===== src/hdl/avr_pkg.sv =====
// package for the analog value range reaction block: range codes, bands, types
// assumes a single 10 MHz clock domain and signed 16-bit process codes
package avr_pkg;
  localparam int unsigned AVR_CODE_W = 16; // width of a process value
  localparam logic signed [15:0] AVR_NOM_HI = 16'sh6c00; // 27648, full scale
  localparam logic signed [15:0] AVR_OVR_LO = 16'sh6c01; // 27649, first overrange code
  localparam logic signed [15:0] AVR_OVR_HI = 16'sh7eff; // 32511, last overrange code
  localparam logic signed [15:0] AVR_OFL_LO = 16'sh7f00; // 32512, first overflow code
  localparam logic signed [15:0] AVR_UND_LO_LIVE = 16'she500; // -6912, last undershoot code in live-zero range
  localparam logic signed [15:0] AVR_UND_LO_BIP = 16'sh8100; // -32512, last undershoot code in bipolar range
  localparam logic signed [15:0] AVR_NEG_FS = 16'sh9400; // -27648, negative full scale
  localparam logic signed [15:0] AVR_CODE_ZERO = 16'sh0000; // zero code and zero signal
  localparam logic [15:0] AVR_SAT_HI = 16'h7fff; // overflow substitute code
  localparam logic [15:0] AVR_SAT_LO = 16'h8000; // underflow substitute code
  localparam logic [15:0] AVR_LIVE_OFS = 16'h1b00; // 6912, span below zero code in live zero
  localparam logic [2:0] AVR_CNT_ZERO = 3'h0; // reset value of flag state

  // output range selection
  typedef enum logic [1:0] {
    AVR_RNG_LIVE = 2'h0, // 1-5 V / 4-20 mA
    AVR_RNG_UNI = 2'h1, // 0-10 V / 0-20 mA
    AVR_RNG_BIP = 2'h3, // +-10 V / +-20 mA
    AVR_RNG_BAD = 2'h2 // no valid range
  } avr_range_t;

  // band of a code
  typedef enum logic [2:0] {
    AVR_BAND_NOM = 3'h0,
    AVR_BAND_OVR = 3'h1,
    AVR_BAND_OFL = 3'h3,
    AVR_BAND_UND = 3'h2,
    AVR_BAND_UFL = 3'h6
  } avr_band_t;

  // channel parameter set
  typedef struct packed {
    avr_range_t range; // output range
    logic grp_diag_en; // group diagnostics enable
    logic meas_rng_en; // measuring range diagnostics enable
    logic proc_int_en; // process interrupt enable
    logic signed [15:0] hi_limit; // high process limit
    logic signed [15:0] lo_limit; // low process limit
  } avr_param_t;

  // reaction of one channel
  typedef struct packed {
    logic ge; // group error contribution
    logic diag; // diagnostic condition
    logic proc; // process limit condition
  } avr_flags_t;
endpackage : avr_pkg

===== src/hdl/avr_channel.sv =====
// one analog channel pair: output reaction and input reaction with flags
// assumes the controller side runs on ref_clk; parameter load and values are synchronous strobes
module avr_channel
  import avr_pkg::*;
(
  input wire logic ref_clk, // 10 MHz clock
  input wire logic reset_n, // asynchronous reset, active low
  input wire logic clk_en, // freezes all state when low
  input wire logic param_load, // one-cycle strobe: new parameter set offered
  input avr_param_t param_in, // offered parameter set
  input wire logic param_fault, // offered set is faulty
  input wire logic signed [15:0] out_code, // code from the controller for the output
  input wire logic signed [15:0] adc_code, // measured input code
  input wire logic adc_outside, // measurement outside parameterized range
  output logic [15:0] dac_code, // code sent to the converter, live-zero offset applied in the live-zero range
  output logic [15:0] in_report, // input value reported to the controller
  output logic group_error_indicator, // group error indicator
  output logic diag_entry, // diagnostic entry present
  output logic diag_int, // one-cycle diagnostic interrupt
  output logic proc_int, // one-cycle process interrupt
  output logic param_ok // a valid parameter set is active
);

  avr_param_t par_q, par_d; // active parameter set
  logic ok_q, ok_d; // active set is valid
  logic fault_q, fault_d; // last offered set was faulty
  logic [15:0] dac_q, dac_d; // registered converter code
  logic [15:0] rep_q, rep_d; // registered input report
  avr_flags_t flg_q, flg_d; // registered flag levels
  logic dint_q, dint_d; // diagnostic interrupt pulse
  logic pint_q, pint_d; // process interrupt pulse
  avr_band_t out_band; // band of the output code
  avr_band_t in_band; // band of the input code
  logic bad_range; // range selection invalid
  logic out_bad; // output fault condition
  logic in_bad; // input fault condition
  logic lim_hit; // input beyond a limit
  logic diag_now; // diagnostic condition this cycle

  // output band decode
  avr_classify u_out_cls (
    .code(out_code),
    .range(par_q.range),
    .band(out_band)
  );

  // input band decode, same range as the channel
  avr_classify u_in_cls (
    .code(adc_code),
    .range(par_q.range),
    .band(in_band)
  );

  // true when the band forces substitution or zero
  function automatic logic is_flow(input avr_band_t b);
    is_flow = (b == AVR_BAND_OFL) || (b == AVR_BAND_UFL);
  endfunction

  // next-state logic for parameters
  always_comb begin
    par_d = par_q;
    ok_d = ok_q;
    fault_d = fault_q;
    if (param_load) begin
      fault_d = param_fault || (param_in.range == AVR_RNG_BAD);
      if (!fault_d) begin // only a correct set replaces the active one
        par_d = param_in;
        ok_d = 1'b1;
      end
    end
  end

  assign bad_range = (par_q.range == AVR_RNG_BAD);
  assign out_bad = !ok_q || fault_q || bad_range;
  // a rejected set leaves the good one measuring, so only a missing set, a bad range or adc_outside substitutes
  assign in_bad = !ok_q || bad_range || adc_outside;
  assign lim_hit = (adc_code > par_q.hi_limit) || (adc_code < par_q.lo_limit);

  // next-state logic for converter code, report and flags
  always_comb begin
    dac_d = AVR_CODE_ZERO;
    rep_d = adc_code;
    flg_d = '0;
    diag_now = 1'b0;
    // output side
    if (out_bad) begin
      dac_d = AVR_CODE_ZERO; // zero and flags on fault
      flg_d.ge = 1'b1;
      diag_now = 1'b1;
    end else if (is_flow(out_band)) begin
      dac_d = AVR_CODE_ZERO; // zero signal, no flags
    end else if (par_q.range == AVR_RNG_LIVE) begin
      // 0 -> 1 V, 27648 -> 5 V, -6912 -> 0 V
      dac_d = 16'(out_code + $signed(AVR_LIVE_OFS));
    end else begin
      dac_d = out_code; // pass unchanged
    end
    // input side
    if (in_bad) begin
      rep_d = AVR_SAT_HI;
      flg_d.ge = 1'b1;
      diag_now = 1'b1;
    end else if (in_band == AVR_BAND_OFL) begin
      rep_d = AVR_SAT_HI;
      flg_d.ge = 1'b1;
      if (par_q.grp_diag_en && par_q.meas_rng_en) begin
        diag_now = 1'b1;
      end
    end else if (in_band == AVR_BAND_UFL) begin
      rep_d = AVR_SAT_LO;
      flg_d.ge = 1'b1;
      if (par_q.grp_diag_en && par_q.meas_rng_en) begin
        diag_now = 1'b1;
      end
    end else begin
      rep_d = adc_code; // measured value unchanged
    end
    // rejected set reported: flags stand and the output is zeroed while the good set keeps measuring
    if (fault_q) begin
      flg_d.ge = 1'b1;
      diag_now = 1'b1;
    end
    flg_d.diag = diag_now;
    flg_d.proc = !in_bad && lim_hit && par_q.proc_int_en;
    dint_d = diag_now && !flg_q.diag; // interrupt on a new diagnostic
    pint_d = flg_d.proc && !flg_q.proc; // interrupt on a new violation
  end

  // registers, frozen while clk_en is low
  always_ff @(posedge ref_clk or negedge reset_n) begin
    if (!reset_n) begin
      par_q <= '0;
      ok_q <= 1'b0;
      fault_q <= 1'b0;
      dac_q <= AVR_CODE_ZERO;
      rep_q <= AVR_CODE_ZERO;
      flg_q <= '0;
      dint_q <= 1'b0;
      pint_q <= 1'b0;
    end else if (clk_en) begin
      par_q <= par_d;
      ok_q <= ok_d;
      fault_q <= fault_d;
      dac_q <= dac_d;
      rep_q <= rep_d;
      flg_q <= flg_d; // indicator tracks conditions, clears with them
      dint_q <= dint_d;
      pint_q <= pint_d;
    end
  end

  assign dac_code = dac_q;
  assign in_report = rep_q;
  assign group_error_indicator = flg_q.ge;
  assign diag_entry = flg_q.diag;
  assign diag_int = dint_q;
  assign proc_int = pint_q;
  assign param_ok = ok_q;
endmodule // avr_channel


===== src/hdl/avr_classify.sv =====
// range classifier: maps a signed code and range to its band
// assumes purely combinational use from the same clock domain
module avr_classify
  import avr_pkg::*;
(
  input wire logic signed [15:0] code, // process value
  input avr_range_t range, // range selection
  output avr_band_t band // band of the code
);
  // band decode per range
  always_comb begin
    band = AVR_BAND_NOM;
    if (code >= AVR_OFL_LO) begin // overflow in every range
      band = AVR_BAND_OFL;
    end else if (code >= AVR_OVR_LO) begin // overrange band
      band = AVR_BAND_OVR;
    end else if (code < AVR_CODE_ZERO) begin
      unique case (range)
        AVR_RNG_LIVE: band = (code >= AVR_UND_LO_LIVE) ? AVR_BAND_UND : AVR_BAND_UFL;
        AVR_RNG_UNI: band = AVR_BAND_UFL; // no undershoot band
        AVR_RNG_BIP: begin
          if (code >= AVR_NEG_FS) begin
            band = AVR_BAND_NOM;
          end else if (code >= AVR_UND_LO_BIP) begin
            band = AVR_BAND_UND;
          end else begin
            band = AVR_BAND_UFL;
          end
        end
        AVR_RNG_BAD: band = AVR_BAND_UFL; // caller treats as fault
      endcase
    end
  end
endmodule // avr_classify


===== config.mk =====
export PLATFORM = sky130hd
export DESIGN_NAME = avr_channel
export DESIGN_NICKNAME = d
export VERILOG_FILES = /design/src/hdl/avr_pkg.sv /design/src/hdl/avr_channel.sv /design/src/hdl/avr_classify.sv
export SDC_FILE = /design/constraint.sdc
export NUM_CORES = 1
export LEC_CHECK = 0
export BUFFER_PORTS_ARGS = -buffer_cell sky130_fd_sc_hd__buf_2
export CORE_ASPECT_RATIO = 0.5
export CORE_MARGIN = 2
export CORE_UTILIZATION = 45
export CTS_BUF_LIST = sky130_fd_sc_hd__clkbuf_4
export DETAILED_ROUTE_END_ITERATION = 7
export PLACE_DENSITY = 0.7
export SETUP_SLACK_MARGIN = 0.5
export SLEW_MARGIN = 20
export SYNTH_ARGS = -nofsm -noshare
export SYNTH_HDL_FRONTEND = slang
export SYNTH_SLANG_ARGS = --single-unit

===== constraint.sdc =====
create_clock -name ref_clk -period 2.4 [get_ports ref_clk]
set_input_delay 0.24 -clock ref_clk [delete_from_list [all_inputs] [get_ports ref_clk]]
set_output_delay 0.24 -clock ref_clk [all_outputs]
set_load 0.02 [all_outputs]

Yosys cells after proc, flatten, opt, wreduce, memory -nomap -nowiden. Cells that the tools add are included.

Flip-flop bits (word level): 76. Bits of input ports: 75. Output and inout bits: 37. Logic and storage cells: 89.

Add/subtract/negate cells: 1. Order comparisons: 14. Equality and inequality tests: 8. Mux-type cells: 30. Bitwise operators: 1. Reduce and logical (&&, ||, !) cells: 20.

Operators with widths (number): $ge A16 B16 Y1 const B (8); $mux W16 (6); $mux W3 (12); $ge A16 B14 Y1 const B (2); $lt A16 B1 Y1 const B (2); $pmux W3 S3 (2); $add A16 B14 Y16 const B (1); $gt A16 B16 Y1 (1); $lt A16 B16 Y1 (1); $mux W1 (10); $logic_or A1 B1 Y1 (7); $eq A2 B2 Y1 const B (3); $eq A3 B2 Y1 const B (2); $eq A3 B3 Y1 const B (2); $logic_and A1 B1 Y1 (5); $logic_not A1 Y1 (4); $reduce_and A3 Y1 (1); $eq A2 B1 Y1 const B (1); $logic_not A2 Y1 (1); $reduce_and A2 Y1 (1); $reduce_or A2 Y1 (1); $not A1 Y1 (1).

Logic depth before layout (Yosys ltp).
Word-level depth: 13. Mapped depth: 9. Mapped depth without buffers: 8.

By module. A second synthesis with hierarchy kept.

Cells, all modules: 467. Area total of the unflattened synthesis: 4187.8 um2.

Modules (own cells, without submodules): avr_channel (times used 1, cells an instance 419, area each 3852.4 um2, seq. area each 1901.8 um2); avr_classify (times used 2, cells an instance 24, area each 167.7 um2, seq. area each 0.0 um2).

Worst setup path after synthesis. OpenSTA, ideal clock, no wires.

Kind: register to register. Start point: register par_q[29] in the netlist's numbering. End point: register pint_q (netlist: proc_int). Setup time: 131 ps. Arrival time: 2043 ps. Data required time: 2269 ps. Path slack: 226 ps. Cell stages (with the launch flop): 9. Path buffers: 0. Period minus slack after synthesis: 2174 ps. Path through: dfrtp_1 > inv_1 > ha_1 > a21oi_1 > nor2b_1 > or4b_1 > or4_1 > a311oi_1 > o32ai_1.

Word-level cells in the longest chain between the ends: 5.

RTL lines: start: declaration (RTL line avr_channel.sv:24) `avr_param_t par_q, par_d;`; start signal: assignment (RTL line avr_channel.sv:141) `par_q <= par_d;`; $gt A16 B16 Y1 (RTL line avr_channel.sv:77) `assign lim_hit = (adc_code > par_q.hi_limit) || (adc_code < par_q.lo_limit);`; $logic_or A1 B1 Y1 (RTL line avr_channel.sv:77); $logic_and A1 B1 Y1 (2 in series) (RTL line avr_channel.sv:124) `flg_d.proc = !in_bad && lim_hit && par_q.proc_int_en;`; $logic_and A1 B1 Y1 (RTL line avr_channel.sv:126) `pint_d = flg_d.proc && !flg_q.proc;`; end signal: assignment (RTL line avr_channel.sv:148) `pint_q <= pint_d;`; end: declaration (RTL line avr_channel.sv:31) `logic pint_q, pint_d;`.

Every way passes these cells. A chain may end at the register's enable or synchronous reset.

Worst setup path after layout. Same ends and word-level chain as after synthesis.

==> summary.txt <==
Logic synthesis
  – Mean area per synthesized cell: 9.54 sq um
  – Top cells by count, synth: dfrtp_1, nand2_1, inv_1
  – Yosys top cell area share: 47.7%
  – Post-synth cell types: 50
  – Synth area leader: dfrtp_1
  – Synth area leaders: dfrtp_1, ha_1, nand2_1
  – Post-synth EDFFs: 0
  – FF+latch count, synth: 76
  – Seq/Total Area, Yosys: 47.7%
  – Prevailing post-synth register cell: dfrtp_1
  – Async S/R FF share, synth: 100%
  – Post-Synthesis Cells: 418
  – Syn nets: 530
  – Post-Synthesis Cell Area: 3990 sq um
  – Warning count from the yosys run: 0
  – Most common cell in the synthesized netlist: dfrtp_1

Placement
  – Gpl congestion: 0.841
  – Input/output buffers: 111
  – DP HPWL: 7.15 mm
  – DP Worst Slack: 127 ps

Status
  – Status: finished, final reports clean

Setup path
  – Data arrival, critical path: 2510 ps
  – CP Data Required Time: 2710 ps
  – Max FO, Critical Path: 2
  – CP max stage cell: or4b_1
  – Critical path class: reg -> reg
  – Cells along the critical path: inv_2 > ha_4 > a21oi_2 > nor2b_1 > or4b_1 > or4_1 > a311oi_2 > o32ai_1
  – Worst Path Buf+Inv: 1
  – CP top delay family: simple AND/OR/NAND/NOR gates
  – Max stage delay on crit path: 450 ps
  – CP Capture Type: flip-flop
  – Critical Path Source Type: flip-flop

STA
  – Min Hold Slack: 25.7 ps
  – Period minus WS final: 2210 ps
  – Max transition margin: 59.9%
  – Setup TNS: 0 ps
  – Measured slew at the worst slew-check pin: 597 ps
  – Worst Skew: 24.2 ps
  – Final slew viol count: 0
  – Peak Freq: 453 MHz
  – Final Setup Violations: 0
  – Setup ws final: 194 ps
  – RSZ-0062 raised after global routing: yes
  – Period Utilization, post-route: 91.9%
  – Hold Fails Final Rpt: 0

Global route
  – Largest net degree at the start of global routing: 77
  – Busiest grt layer: met2
  – First-pass GRT wire length: 16.4 mm
  – GR Util met2: 35.8%
  – Vias in the first global route: 3469
  – Met3 Use GR: 5.59%
  – Global Route met1 Usage: 29.4%
  – GRT Total Usage: 21.9%
  – GR Overflow Total: 0
  – Initial antenna violation count: 0

Routing
  – Via count: 3605
  – Post-Route WL: 10.6 mm
  – Via-to-Cell Ratio: 5.17
  – Drc violations: 0
  – Starting DRT DRC Count: 176
  – DRT antenna net count: 0
  – Wire per inst: 15.2 um
  – First-pass iteration count of the detailed router: 4

Floorplan
  – Die height: 70.6 um
  – CORE AREA: 8650 sq um
  – I/O pins: 112
  – Initial Util: 46.1%
  – Die ar.: 9670 sq um
  – DIE WIDTH: 137 um
  – Row count: 24

Layout
  – Fraction of layout cells with a size suffix above 1: 28.4%
  – FF+latch area: 1900 sq um
  – Area Overhead vs Synth: 33.4%
  – Fillers: 767
  – Multi-input gate area: 1920 sq um
  – Nets: 687
  – ANT cells: 0

Clocking
  – Clock Latency Late Sink: 450 ps
  – Root Driver: clkbuf_4
  – CTS sink cnt: 76
  – Total CTS buffers: 9
  – TritonCTS clock tree: done
  – H-tree depth: 3
  – Reg clk slew, reported paths: 120 ps
  – Max Buffers Root-to-Sink: 2

Power and ir drop
  – Pwr per Cell Area: 655 nW/um^2
  – P_leak: 2.58 nW
  – Peak supply drop: 291 uV

Flow run
  – Max cap viols: 0

Hold path
  – Min-delay worst type: in -> reg
-- path summary, 6_finish.rpt --
path                               from          end  slack, ps  depth (start not counted)
max in group asynchronous       reset_n  dac_code[5]       1710                          3
setup reg to reg              par_q[29]     proc_int        190                          8
hold reg to reg              diag_entry     diag_int        490                          1
hold / removal             param_in[30]    par_q[30]         30                          3
setup / recovery              par_q[29]     proc_int        190                          8
min in group asynchronous       reset_n    par_q[20]        330                          3
-- power breakdown --
part | switching [mW] | leakage [nW] | internal, mW
combinational | 0.643 | 1.60 | 0.495
sequential | 0.0845 | 0.910 | 1.48
clock | 0.461 | 0.0712 | 0.319
total | 1.19 | 2.58 | 2.29
-- cells in the final DEF, fill, tap and decap left out, types with 15 or more instances in the layout --
cell and instances:
buf_2 111, dfrtp_1 76, nand2_1 56, inv_1 43
o21ai_0 35, ha_1 34, dlygate4sd3_1 32, nor2_1 29
a21oi_1 27, a22o_1 15, buf_4 15
-- state kept, by name, indices dropped and copies added (netlist names) --
signal                 cells
in_report                 16
dac_code                  16
group_error_indicator      1
fault_q                    1
diag_entry                 1
par_q                     37
param_ok                   1
flg_q                      1
diag_int                   1
proc_int                   1
-- timing repair --
item                                   4_1_cts  5_1_grt
hold buffers                                31        1
setup endpoints to repair                    4       18
cloned                                       0        2
endpoints found under the hold margin      106        1
resized for setup                            5       15
pin swaps                                    3        7
buffers inserted                             2        5
-- per-layer routing --
layer / part of all wire (%) / wire [um]
met5: 0 / 0
met4: 1.5 / 155
met3: 5.9 / 623
met2: 45 / 4810
met1: 47 / 4990
-- tightest hold or removal path: cells and delay by family --
kind | cells | cell delay, ps
AOI/OAI and AO/OA | 1 | 70
and+or+nand+nor | 1 | 50
buffers and inverters | 1 | 80
-- area by class of cell --
| cell class | count | share of cell area [%] |
|---|---|---|
| clock buffers | 10 | 1.41 |
| clock inverters | 6 | 1.04 |
| inverters | 47 | 3.32 |
| multi-input cells | 279 | 36.1 |
| flip-flops and latches | 76 | 35.8 |
| well taps | 117 | 2.75 |
| repair buffers | 162 | 19.6 |
-- per-stage QoR --
step           util [%]  instances  instance area, sq um  power, mW
6_report           61.5        697                  5320       3.48
5_1_grt            61.5        697                  5320       3.72
4_1_cts            60.2        689                  5200       3.42
3_5_place_dp       54.6        640                  4720       2.58
3_3_place_gp       54.6        640                  4720       2.55
2_1_floorplan         -        418                  3990       2.21
-- cells by family (layout without fill, tap and decap cells) --
group                      Yosys count  count (layout)  synth area share (%)
and+or+nand+nor                    121             121                  14.0
AOI/OAI and AO/OA                  109             109                  17.5
DFF                                 76              76                  47.7
buffers and inverters               63             225                  6.21
adders and majority gates           37              37                  11.6
xor gates and xnor gates             7               7                  1.54
muxes                                5               5                  1.41
Power figures use the tool's default switching activity.
